`config.mk`:
```
export PLATFORM = sky130hd
export DESIGN_NAME = srs_sequencer
export DESIGN_NICKNAME = d
export VERILOG_FILES = /design/src/inc/srs_pkg.sv /design/src/logic/srs_sequencer.sv
export SDC_FILE = /design/constraint.sdc
export NUM_CORES = 1
export LEC_CHECK = 0
export ABC_AREA = 1
export BUFFER_PORTS_ARGS = -buffer_cell sky130_fd_sc_hd__buf_2
export CAP_MARGIN = 20
export CELL_PAD_IN_SITES_DETAIL_PLACEMENT = 1
export CELL_PAD_IN_SITES_GLOBAL_PLACEMENT = 1
export CORE_ASPECT_RATIO = 0.6
export CORE_MARGIN = 10
export CORE_UTILIZATION = 35
export CTS_BUF_LIST = sky130_fd_sc_hd__clkbuf_4 sky130_fd_sc_hd__clkbuf_8
export DETAILED_ROUTE_END_ITERATION = 7
export GPL_TIMING_DRIVEN = 0
export PLACE_DENSITY_LB_ADDON = 0.1
export SYNTH_ARGS = -nofsm -noshare
export SYNTH_HDL_FRONTEND = slang
export SYNTH_SLANG_ARGS = --single-unit
```
`constraint.sdc`:
```
create_clock -name clk_i -period 4.03 [get_ports clk_i]
set_clock_uncertainty 0.15 [all_clocks]
set_input_delay 0.2015 -clock clk_i [delete_from_list [all_inputs] [get_ports clk_i]]
set_output_delay 0.2015 -clock clk_i [all_outputs]
set_load 0.02 [all_outputs]
```
`src/inc/srs_pkg.sv`:
```
// srs_pkg: constants and types shared by the switch reset sequencer
// assumes a single 125 MHz clock and a byte-addressed classic wishbone slave
package srs_pkg;
  // ----------------------------------------------------------------
  // sizes
  // ----------------------------------------------------------------
  localparam int DS_PORTS = 5;
  localparam int ADDR_W = 5;
  localparam int TIMER_W = 24;
  // ----------------------------------------------------------------
  // register offsets (byte addresses)
  // ----------------------------------------------------------------
  localparam logic [ADDR_W-1:0] SWITCH_CONTROL_REG_OFS = 5'h00;
  localparam logic [ADDR_W-1:0] BOOT_OFS = 5'h04;
  localparam logic [ADDR_W-1:0] SMBSTS_OFS = 5'h08;
  localparam logic [ADDR_W-1:0] PHYLS_OFS = 5'h0c;
  localparam logic [ADDR_W-1:0] STICKY_OFS = 5'h10;
  localparam logic [ADDR_W-1:0] SEQ_OFS = 5'h14;
  localparam logic [ADDR_W-1:0] BRIDGE_OFS = 5'h18;
  localparam logic [ADDR_W-1:0] GPIO_OFS = 5'h1c;
  // ----------------------------------------------------------------
  // field positions
  // ----------------------------------------------------------------
  localparam int SWITCH_CONTROL_REG_FULL_RESET_TRIGGER_BIT_BIT = 0;
  localparam int SWITCH_CONTROL_REG_HRST_BIT = 1;
  localparam int BRIDGE_USB_BIT = 0;
  localparam int BRIDGE_DSB_LSB = 8;
  localparam int GPIO_OE_LSB = 0;
  localparam int GPIO_OUT_LSB = 8;
  localparam int SMBSTS_DONE_BIT = 0;
  localparam int SMBSTS_ERR_BIT = 1;
  localparam int SMBSTS_CODE_LSB = 4;
  // ----------------------------------------------------------------
  // mode codes and reset values
  // ----------------------------------------------------------------
  localparam logic [2:0] MODE_NORMAL = 3'h0;
  localparam logic [2:0] MODE_NVM = 3'h1;
  localparam logic [31:0] STICKY_RST = 32'h0000_0000;
  localparam logic [6:0] SSMB_ADDR_FIXED = 7'h00;
  // ----------------------------------------------------------------
  // timing
  // ----------------------------------------------------------------
  localparam int CLK_KHZ = 125000;
  localparam int TRAIN_LIMIT_MS = 20;
  localparam int CFG_LIMIT_MS = 100;
  localparam int TRAIN_LIMIT_CYC = TRAIN_LIMIT_MS * CLK_KHZ;
  localparam int CFG_LIMIT_CYC = CFG_LIMIT_MS * CLK_KHZ;
  localparam int MSMB_SLOW_KHZ = 100;
  localparam int MSMB_FAST_KHZ = 400;
  // half period of the master serial clock in system cycles
  localparam logic [15:0] MSMB_DIV_SLOW = 16'(CLK_KHZ / (2 * MSMB_SLOW_KHZ));
  localparam logic [15:0] MSMB_DIV_FAST = 16'(CLK_KHZ / (2 * MSMB_FAST_KHZ));
  // ----------------------------------------------------------------
  // types
  // ----------------------------------------------------------------
  typedef enum logic [3:0] {
    ST_FUND, ST_MODE, ST_PLL, ST_SMBF, ST_SSMB, ST_MSMB, ST_LOAD, ST_RUN, ST_HOT
  } srs_seq_type;
  typedef struct packed {
    logic [2:0] mode;
    logic slow;
    logic [3:0] saddr;
  } srs_boot_type;
  typedef struct packed {
    logic rst_n;
    srs_boot_type boot;
  } srs_pins_type;
  typedef struct packed {
    logic cyc;
    logic stb;
    logic we;
    logic [ADDR_W-1:0] adr;
    logic [3:0] sel;
    logic [31:0] dat;
  } srs_wb_req_type;
  typedef struct packed {
    logic wr;
    logic last;
    logic err;
    logic [3:0] code;
    logic [ADDR_W-1:0] adr;
    logic [31:0] dat;
  } srs_nvm_type;
  typedef struct packed {
    srs_pins_type s1;
    srs_pins_type s2;
    srs_seq_type seq;
    srs_boot_type boot;
    logic pin_seen;
    logic nvm_mode;
    logic mode_bad;
    logic full_reset_trigger_bit_pend;
    logic hot_sw;
    logic pll_rst;
    logic train_en;
    logic stack_rst;
    logic cfg_retry;
    logic hot_pulse;
    logic [DS_PORTS-1:0] vbus_hot;
    logic [DS_PORTS-1:0] ds_hot;
    logic [DS_PORTS-1:0] retrain;
    logic [DS_PORTS-1:0] dsb;
    logic [DS_PORTS-1:0] gpio_oe;
    logic [DS_PORTS-1:0] gpio_out;
    logic usb;
    logic ssmb_rst;
    logic msmb_rst;
    logic msmb_slow;
    logic [15:0] msmb_div;
    logic [6:0] ssmb_addr;
    logic nvm_active;
    logic smb_done;
    logic smb_err;
    logic [3:0] smb_code;
    logic [TIMER_W-1:0] timer;
    logic train_late;
    logic cfg_late;
    logic [31:0] sticky;
    logic ack;
    logic [31:0] rdata;
  } srs_state_type;
endpackage : srs_pkg

```
`src/logic/srs_sequencer.sv`:
```
// srs_sequencer: reset sorting and bring-up sequencing for a switch
// assumes pins arrive asynchronously, all other inputs are on clk_i,
// and software reaches the registers over classic wishbone
`timescale 1ns/10ps
module srs_sequencer #(
  parameter int TRAIN_CYC = srs_pkg::TRAIN_LIMIT_CYC,
  parameter int CFG_CYC = srs_pkg::CFG_LIMIT_CYC
) (
  // clock and reset
  input wire logic clk_i,
  input wire logic rst_i,
  // wishbone slave
  input wire srs_pkg::srs_wb_req_type wb_i,
  output logic wb_ack_o,
  output logic [31:0] wb_dat_o,
  // asynchronous reset and boot pins
  input wire srs_pkg::srs_pins_type pins_i,
  // link and pll status
  input wire logic pll_lock_i,
  input wire logic links_training_i,
  input wire logic link_hot_i,
  input wire logic [srs_pkg::DS_PORTS-1:0] link_up_i,
  // nvm loader
  input wire srs_pkg::srs_nvm_type nvm_i,
  output logic nvm_load_o,
  // pll, training and stacks
  output logic pll_rst_o,
  output logic train_en_o,
  output logic stack_rst_o,
  output logic cfg_retry_o,
  output logic hot_reset_o,
  output logic [srs_pkg::DS_PORTS-1:0] vbus_hot_reset_o,
  output logic [srs_pkg::DS_PORTS-1:0] ds_hot_reset_o,
  output logic [srs_pkg::DS_PORTS-1:0] retrain_o,
  // serial buses
  output logic ssmb_rst_o,
  output logic [6:0] ssmb_addr_o,
  output logic msmb_rst_o,
  output logic msmb_slow_o,
  output logic [15:0] msmb_div_o,
  // general-purpose port reset pins
  output logic [srs_pkg::DS_PORTS-1:0] gpio_oe_o,
  output logic [srs_pkg::DS_PORTS-1:0] gpio_out_o
);
  localparam int DS = srs_pkg::DS_PORTS;
  localparam int TW = srs_pkg::TIMER_W;

  srs_pkg::srs_state_type q;
  srs_pkg::srs_state_type d;
  logic fund;
  logic hot_go;

  // ----------------------------------------------------------------
  // helpers
  // ----------------------------------------------------------------
  function automatic srs_pkg::srs_state_type reset_state();
    srs_pkg::srs_state_type s;
    s = '0;
    s.seq = srs_pkg::ST_FUND;
    s.pll_rst = 1'b1;
    s.stack_rst = 1'b1;
    s.ssmb_rst = 1'b1;
    s.msmb_rst = 1'b1;
    s.msmb_div = srs_pkg::MSMB_DIV_FAST;
    s.ssmb_addr = srs_pkg::SSMB_ADDR_FIXED;
    s.sticky = srs_pkg::STICKY_RST;
    // synchroniser starts asserted so a power-up reset latches the boot pins too
    s.s1.rst_n = 1'b0;
    s.s2.rst_n = 1'b0;
    return s;
  endfunction : reset_state

  function automatic logic [31:0] lane_mask(input logic [3:0] sel);
    return {{8{sel[3]}}, {8{sel[2]}}, {8{sel[1]}}, {8{sel[0]}}};
  endfunction : lane_mask

  // register write shared by software and the nvm loader
  function automatic srs_pkg::srs_state_type apply_write(
    input srs_pkg::srs_state_type s_in,
    input logic [srs_pkg::ADDR_W-1:0] a,
    input logic [31:0] v,
    input logic [3:0] sel
  );
    srs_pkg::srs_state_type s;
    logic [31:0] m;
    logic [31:0] w;
    s = s_in;
    m = lane_mask(sel);
    w = v & m;
    case (a)
      srs_pkg::SWITCH_CONTROL_REG_OFS:
      begin
        if (w[srs_pkg::SWITCH_CONTROL_REG_FULL_RESET_TRIGGER_BIT_BIT])
          s.full_reset_trigger_bit_pend = 1'b1;
        if (w[srs_pkg::SWITCH_CONTROL_REG_HRST_BIT])
          s.hot_sw = 1'b1;
      end
      srs_pkg::PHYLS_OFS:
        s.retrain = s.retrain | w[DS-1:0];
      srs_pkg::STICKY_OFS:
        s.sticky = (s.sticky & ~m) | w;
      srs_pkg::BRIDGE_OFS:
      begin
        if (m[srs_pkg::BRIDGE_USB_BIT])
          s.usb = v[srs_pkg::BRIDGE_USB_BIT];
        if (m[srs_pkg::BRIDGE_DSB_LSB])
          s.dsb = v[srs_pkg::BRIDGE_DSB_LSB +: DS];
      end
      srs_pkg::GPIO_OFS:
      begin
        if (m[srs_pkg::GPIO_OE_LSB])
          s.gpio_oe = v[srs_pkg::GPIO_OE_LSB +: DS];
        if (m[srs_pkg::GPIO_OUT_LSB])
          s.gpio_out = v[srs_pkg::GPIO_OUT_LSB +: DS];
      end
      default:
        s = s;
    endcase
    return s;
  endfunction : apply_write

  function automatic logic [31:0] rd_word(
    input srs_pkg::srs_state_type s,
    input logic [srs_pkg::ADDR_W-1:0] a
  );
    logic [31:0] r;
    r = 32'h0000_0000;
    case (a)
      srs_pkg::SWITCH_CONTROL_REG_OFS:
        r = 32'h0000_0000;
      srs_pkg::BOOT_OFS:
        r = {19'h0_0000, s.mode_bad, s.nvm_mode, s.boot.saddr, s.boot.slow, s.boot.mode,
          s.ssmb_addr[6:4]};
      srs_pkg::SMBSTS_OFS:
      begin
        r[srs_pkg::SMBSTS_DONE_BIT] = s.smb_done;
        r[srs_pkg::SMBSTS_ERR_BIT] = s.smb_err;
        r[srs_pkg::SMBSTS_CODE_LSB +: 4] = s.smb_code;
      end
      srs_pkg::STICKY_OFS:
        r = s.sticky;
      srs_pkg::SEQ_OFS:
        r = {24'h00_0000, s.train_late, s.cfg_late, s.nvm_active, s.cfg_retry, s.seq};
      srs_pkg::BRIDGE_OFS:
      begin
        r[srs_pkg::BRIDGE_USB_BIT] = s.usb;
        r[srs_pkg::BRIDGE_DSB_LSB +: DS] = s.dsb;
      end
      srs_pkg::GPIO_OFS:
      begin
        r[srs_pkg::GPIO_OE_LSB +: DS] = s.gpio_oe;
        r[srs_pkg::GPIO_OUT_LSB +: DS] = s.gpio_out;
      end
      default:
        r = 32'h0000_0000;
    endcase
    return r;
  endfunction : rd_word

  // ----------------------------------------------------------------
  // next state
  // ----------------------------------------------------------------
  always_comb
  begin
    d = q;
    d.s1 = pins_i;
    d.s2 = q.s1;
    d.ack = 1'b0;
    d.hot_sw = 1'b0;
    d.hot_pulse = 1'b0;
    d.retrain = '0;
    fund = ~q.s2.rst_n | q.full_reset_trigger_bit_pend;
    hot_go = (link_hot_i | q.hot_sw) & (q.seq == srs_pkg::ST_RUN);
    if (fund)
    begin
      // everything returns to initial values except the boot latch and pin_seen; the pin synchroniser keeps sampling
      d = reset_state();
      d.s1 = pins_i;
      d.s2 = q.s1;
      d.boot = q.boot;
      d.pin_seen = q.pin_seen | ~q.s2.rst_n;
    end
    else
    begin
      if (q.timer != TW'(CFG_CYC))
        d.timer = q.timer + 1'b1;
      if (q.timer == TW'(TRAIN_CYC) && !links_training_i)
        d.train_late = 1'b1;
      if (q.timer == TW'(CFG_CYC) && q.stack_rst)
        d.cfg_late = 1'b1;
      case (q.seq)
        srs_pkg::ST_FUND:
        begin
          // pin release latches boot values; a software reset keeps the old ones
          if (q.pin_seen)
            d.boot = q.s2.boot;
          d.pin_seen = 1'b0;
          d.seq = srs_pkg::ST_MODE;
        end
        srs_pkg::ST_MODE:
        begin
          d.nvm_mode = (q.boot.mode == srs_pkg::MODE_NVM);
          d.mode_bad = (q.boot.mode != srs_pkg::MODE_NORMAL) &&
            (q.boot.mode != srs_pkg::MODE_NVM);
          d.pll_rst = 1'b0;
          d.seq = srs_pkg::ST_PLL;
        end
        srs_pkg::ST_PLL:
          if (pll_lock_i)
          begin
            // training starts; the sequence goes on without waiting for it
            d.train_en = 1'b1;
            d.stack_rst = 1'b0;
            d.cfg_retry = 1'b1;
            d.seq = srs_pkg::ST_SMBF;
          end
        srs_pkg::ST_SMBF:
        begin
          d.msmb_slow = q.boot.slow;
          d.msmb_div = q.boot.slow ? srs_pkg::MSMB_DIV_SLOW : srs_pkg::MSMB_DIV_FAST;
          d.seq = srs_pkg::ST_SSMB;
        end
        srs_pkg::ST_SSMB:
        begin
          d.ssmb_rst = 1'b0;
          d.ssmb_addr = srs_pkg::SSMB_ADDR_FIXED | {1'b0, q.boot.saddr[3], 1'b0,
            q.boot.saddr[2:0], 1'b0};
          d.seq = srs_pkg::ST_MSMB;
        end
        srs_pkg::ST_MSMB:
        begin
          d.msmb_rst = 1'b0;
          d.nvm_active = q.nvm_mode;
          d.seq = q.nvm_mode ? srs_pkg::ST_LOAD : srs_pkg::ST_RUN;
        end
        srs_pkg::ST_LOAD:
        begin
          d.cfg_retry = 1'b1;
          if (nvm_i.err)
          begin
            d.smb_err = 1'b1;
            d.smb_code = nvm_i.code;
          end
          if (nvm_i.err || (nvm_i.wr && nvm_i.last))
          begin
            d.smb_done = 1'b1;
            d.nvm_active = 1'b0;
            d.seq = srs_pkg::ST_RUN;
          end
        end
        srs_pkg::ST_RUN:
          d.cfg_retry = 1'b0;
        srs_pkg::ST_HOT:
        begin
          d.stack_rst = 1'b0;
          d.cfg_retry = 1'b0;
          d.seq = srs_pkg::ST_RUN;
        end
        default:
          d.seq = srs_pkg::ST_FUND;
      endcase
      // wishbone: registered ack, write committed as ack is raised
      if (wb_i.cyc && wb_i.stb && !q.ack)
      begin
        d.ack = 1'b1;
        d.rdata = rd_word(q, wb_i.adr);
        if (wb_i.we)
          d = apply_write(d, wb_i.adr, wb_i.dat, wb_i.sel);
      end
      // loaded words go through the same write path, effects at once
      if (q.seq == srs_pkg::ST_LOAD && nvm_i.wr && !nvm_i.err)
        d = apply_write(d, nvm_i.adr, nvm_i.dat, 4'hf);
      if (hot_go)
      begin
        // bridge, gpio and retrain fields back to initial values; sticky, smb status, timer, pll and serial buses kept
        d.usb = 1'b0;
        d.dsb = '0;
        d.gpio_oe = '0;
        d.gpio_out = '0;
        d.retrain = '0;
        d.full_reset_trigger_bit_pend = 1'b0;
        d.hot_pulse = 1'b1;
        d.stack_rst = 1'b1;
        d.cfg_retry = 1'b1;
        d.seq = srs_pkg::ST_HOT;
      end
      d.vbus_hot = {DS{d.usb | hot_go}};
      d.ds_hot = d.dsb | (hot_go ? link_up_i : '0);
    end
  end

  always_ff @(posedge clk_i)
  begin
    if (rst_i)
      q <= reset_state();
    else
      q <= d;
  end

  // ----------------------------------------------------------------
  // outputs
  // ----------------------------------------------------------------
  assign wb_ack_o = q.ack;
  assign wb_dat_o = q.rdata;
  assign nvm_load_o = q.nvm_active;
  assign pll_rst_o = q.pll_rst;
  assign train_en_o = q.train_en;
  assign stack_rst_o = q.stack_rst;
  assign cfg_retry_o = q.cfg_retry;
  assign hot_reset_o = q.hot_pulse;
  assign vbus_hot_reset_o = q.vbus_hot;
  assign ds_hot_reset_o = q.ds_hot;
  assign retrain_o = q.retrain;
  assign ssmb_rst_o = q.ssmb_rst;
  assign ssmb_addr_o = q.ssmb_addr;
  assign msmb_rst_o = q.msmb_rst;
  assign msmb_slow_o = q.msmb_slow;
  assign msmb_div_o = q.msmb_div;
  assign gpio_oe_o = q.gpio_oe;
  assign gpio_out_o = q.gpio_out;

  // ----------------------------------------------------------------
  // checks
  // ----------------------------------------------------------------
  AST_FUND_CLEARS: assert property (@(posedge clk_i) disable iff (rst_i)
    !q.s2.rst_n |=> q.seq == srs_pkg::ST_FUND && !q.usb && q.sticky == srs_pkg::STICKY_RST)
    else $error("fundamental reset left state behind");
  AST_HOT_STICKY: assert property (@(posedge clk_i) disable iff (rst_i)
    hot_go && !fund |=> q.sticky == $past(q.sticky) && q.dsb == '0 && q.hot_pulse)
    else $error("hot reset lost sticky field or kept plain field");
  AST_USB_RESET: assert property (@(posedge clk_i) disable iff (rst_i)
    q.usb |-> q.vbus_hot == {DS{1'b1}} && !q.hot_pulse)
    else $error("upstream secondary reset not passed to internal devices");
  AST_DSB_RESET: assert property (@(posedge clk_i) disable iff (rst_i)
    q.dsb != '0 |-> (q.ds_hot & q.dsb) == q.dsb)
    else $error("downstream secondary reset not propagated");
  AST_SW_FULL_RESET: assert property (@(posedge clk_i) disable iff (rst_i)
    q.full_reset_trigger_bit_pend |-> q.ack ##1 (q.seq == srs_pkg::ST_FUND && !q.ack))
    else $error("full reset began before the write was acknowledged");
  AST_BOOT_LATCH: assert property (@(posedge clk_i) disable iff (rst_i)
    q.seq == srs_pkg::ST_FUND && !fund |=>
      q.boot == ($past(q.pin_seen) ? $past(q.s2.boot) : $past(q.boot)))
    else $error("boot values latched wrongly");
  AST_MODE_DECODE: assert property (@(posedge clk_i) disable iff (rst_i)
    q.seq == srs_pkg::ST_MODE && !fund |=> q.nvm_mode == (q.boot.mode == srs_pkg::MODE_NVM))
    else $error("operating mode decoded wrongly");
  AST_PLL_TRAIN: assert property (@(posedge clk_i) disable iff (rst_i)
    q.seq == srs_pkg::ST_PLL && pll_lock_i && !fund |=>
      q.train_en && !q.stack_rst && q.cfg_retry)
    else $error("training or quasi reset not started after lock");
  AST_SMB_ORDER: assert property (@(posedge clk_i) disable iff (rst_i)
    q.seq == srs_pkg::ST_SMBF && !fund |=> q.msmb_slow == $past(q.boot.slow) &&
      q.ssmb_rst ##1 (!q.ssmb_rst && q.msmb_rst) ##1 !q.msmb_rst)
    else $error("serial buses released out of order");
  AST_LOAD_RETRY: assert property (@(posedge clk_i) disable iff (rst_i)
    q.seq == srs_pkg::ST_LOAD |-> q.cfg_retry)
    else $error("config not retried during load");
  AST_LOAD_ABORT: assert property (@(posedge clk_i) disable iff (rst_i)
    q.seq == srs_pkg::ST_LOAD && nvm_i.err && !fund && !hot_go |=>
      q.smb_done && q.smb_err && q.seq == srs_pkg::ST_RUN ##1 !q.cfg_retry)
    else $error("load error not recorded or load not ended");
  AST_RETRAIN_NOW: assert property (@(posedge clk_i) disable iff (rst_i)
    q.seq == srs_pkg::ST_LOAD && nvm_i.wr && !nvm_i.err && !fund &&
      nvm_i.adr == srs_pkg::PHYLS_OFS |=> q.retrain == $past(nvm_i.dat[DS-1:0]))
    else $error("retrain not started at the loaded write");
  AST_GPIO_INPUT: assert property (@(posedge clk_i) disable iff (rst_i)
    q.seq == srs_pkg::ST_FUND |-> q.gpio_oe == '0)
    else $error("port reset pin driven during fundamental reset");
endmodule : srs_sequencer

```
==> metrics <==
count of cell types in the netlist=40; share of cells above drive strength 1=0.226; Yosys Warn Count=0; Layout area overhead=33.9%; worst-path maximum fanout=9; largest net degree at the start of global routing=17; clock power share=0.410; post-synth top area cell=dfxtp_1; Antenna Violating Nets Remaining=0; drc violations=0; synth top area cells=dfxtp_1, nand2_1, nor2_1, buf_4, o21ai_0; unrepaired setup endpoints after global routing=false; largest family of logic cells by synthesized area=simple AND/OR/NAND/NOR gates; Synth Area in XOR/XNOR=0.00202; setup bufs post-CTS=0; R2R setup slack=990 ps; final worst path period share=0.754; Hold Crit Start=nvm_i[36]; Gate Count Post-Synth=~1.2k; reg-to-reg endpoint=q[60]$_SDFF_PP0_; die height=approximately 140 µm; TritonCTS clock tree=yes; clock sink count=between 150 and 200; clk slew on worst S/H paths=100 ps; Synth top area share=0.427; Worst Reg-to-Reg Cells=9; Port-buffer cells=approximately 200; die area=~32000 µm²; setup violators final=0; Slew HR=0.472; Worst Tran Pin Value=approximately 790 ps; vias in the first global route=approximately 9.4k; Worst Hold End=q[161]$_SDFF_PP0_; Iteration-0 DRC Markers=622; htree depth=4; Global Route Usage Sum=0.216; CORE AREA=approximately 24000 µm²; DRT Wirelength=around 35000 µm; Via-to-Cell Ratio=4.85; WP data arrival=between 3000 and 4000 ps; pwr dens=306 nW/µm²; CTS Buffer Depth=2; initial core utilization=0.357; WHS=45.3 ps; Placer Congestion=0.858; status=finished clean; fmax=between 300 and 400 MHz; Worst Hold Path Cells=4; max-slew violations=0; Design Power=3.55 mW; asr flop ratio synth=0; Crit. End Element=flip-flop; mux contribution to synthesized area=0; switch share=0.242; hold crit path type=in2reg; maximum VDD drop=slightly above 0.0002 V; DR WL/cell=between 15 and 20 µm; total grt overflow=0; Leak=between 5 and 6 nW; EDFF count, synth=0; Mapped Area=between 8000 and 9000 µm²; Post-synth top cells=nand2_1, nor2_1, dfxtp_1; Net Count, Synth=approximately 1.4k; sequential cell area=about 3700 µm²; via count=roughly 9.3k; top_reg_cell synth=dfxtp_1; first-pass GRT wire length=54100 µm; Setup TNS Final=0 ps; Psw=~0.86 mW; post-layout min period=between 3000 and 4000 ps; data required time at the worst endpoint=around 4300 ps; Worst Setup Start Kind=flip-flop; Max-Cap Viols=0; top-count cell post-synth=nand2_1; router iterations before antenna repair=5; final HPWL from detailed placement=26100 µm; cells resized by post-CTS repair=0; initial antenna violation count=2; CTS buffer count=17; Clock Latency Late Sink=about 480 ps; area of the multi-input gates=3680 µm²; Fill cells=3185; clock root cell=clkbuf_8; Die W=223 µm; Syn Area/Cell=6.95 µm²; Seq pwr share=0.520; adder-cell area share of the yosys netlist=0.00288; Yosys reg bits=roughly 190; I/O pin total=slightly below 200; nets=between 1.5k and 2k; post-synthesis compound-gate area fraction=0.114; Post-Synth Simple-Gate Area=0.306; combinational share of power=0.070; Power Internal=between 2 and 3 mW; Reg-to-Reg Start=wb_ack_o$_SDFF_PP0_; Std-Cell Rows=44; final design utilization=0.478; Seq/Total Area, Yosys=0.427; Hold Fails Final Rpt=0; Setup CP Type=reg2reg
## worst max path at each step
stage                  endpoint                start
5_1_grt        q[61]$_SDFF_PP0_  wb_ack_o$_SDFF_PP0_
6_report       q[60]$_SDFF_PP0_  wb_ack_o$_SDFF_PP0_
3_3_place_gp   q[60]$_SDFF_PP0_  wb_ack_o$_SDFF_PP0_
4_1_cts        q[59]$_SDFF_PP0_  wb_ack_o$_SDFF_PP0_
3_5_place_dp   q[59]$_SDFF_PP0_  wb_ack_o$_SDFF_PP0_
2_1_floorplan  q[57]$_SDFF_PP0_  wb_ack_o$_SDFF_PP0_
## critical path, cell delays in order, from the launching register on
cell           delay (ps)
dfxtp_1               320
inv_1                  90
nand4_1               410
nor2_1                740
nand2_2               260
nand2_1               160
nand2_1                70
nor2_1                100
nor2_1                 60
dlygate4sd3_1         560
## kinds of logic (layout without fill, tap and decap cells)
kind of cell,after synthesis,in the layout
adders and majority gates,2,2
other,0,1
xor gates and xnor gates,2,2
DFF,185,185
AOI/OAI and AO/OA,192,192
and+or+nand+nor,623,623
buffers and inverters,244,581
## through the flow
step	area, µm²	setup WS (ps)	instances
after global routing	11600	772	1908
after global placement	10100	1600	1765
after detailed placement	10100	1600	1765
after floorplan	8670	2370	1248
after CTS	11600	1030	1907
final	11600	991	1908
## layer usage
metal  share of wire  vias to the layer above  wire, µm  global-route usage
met5               0                        -         0                   0
met4          0.0099                        0       346              0.0411
met3           0.057                       23      1990              0.0445
met2            0.43                      261     14900               0.326
met1            0.50                     4393     17600               0.311
li1                -                     4578         -                   -
## repair_timing
action                     CTS  global route
hold buffers               110             0
hold endpoints to repair    84             0
setup endpoints to repair    0             0
## final cells by class
| class | instances | area share |
|---|---|---|
| well taps | 322 | 0.0347 |
| clock inverters | 10 | 0.0142 |
| multi-input cells | 819 | 0.317 |
| inverters | 120 | 0.0393 |
| flip-flops and latches | 185 | 0.319 |
| plain buffers | 124 | 0.0714 |
| clock buffers | 22 | 0.0250 |
| diodes | 1 | 0.000215 |
| repair buffers | 305 | 0.179 |
## placed cells by master (no fill, tap or decap), drive strengths merged, types with 2 or more instances in the layout
master       synthesis  routed
nand3               74      74
o21a                 2       2
xor2                 2       2
clkbuf              23      45
nand2              258     258
o21ai              114     114
or2                  2       2
inv                115     116
nand4               45      45
nor2               226     226
buf                101     296
nor3                16      16
clkinvlp             0       2
a21oi               69      69
clkinv               5       8
ha                   2       2
dlygate4sd3          0     110
bufinv               0       4
dfxtp              185     185
a31oi                2       2
## power groups by stage
| stage | registers, mW | logic (mW) | clock network (mW) |
|---|---|---|---|
| 2_1_floorplan | 1.89 | 0.0843 | 0 |
| 3_3_place_gp | 1.89 | 0.190 | 0 |
| 3_5_place_dp | 1.89 | 0.192 | 0 |
| 4_1_cts | 1.85 | 0.246 | 1.49 |
| 5_1_grt | 1.85 | 0.273 | 1.56 |
| 6_report | 1.85 | 0.249 | 1.46 |
Note: power is estimated with default switching activity, not from simulation.
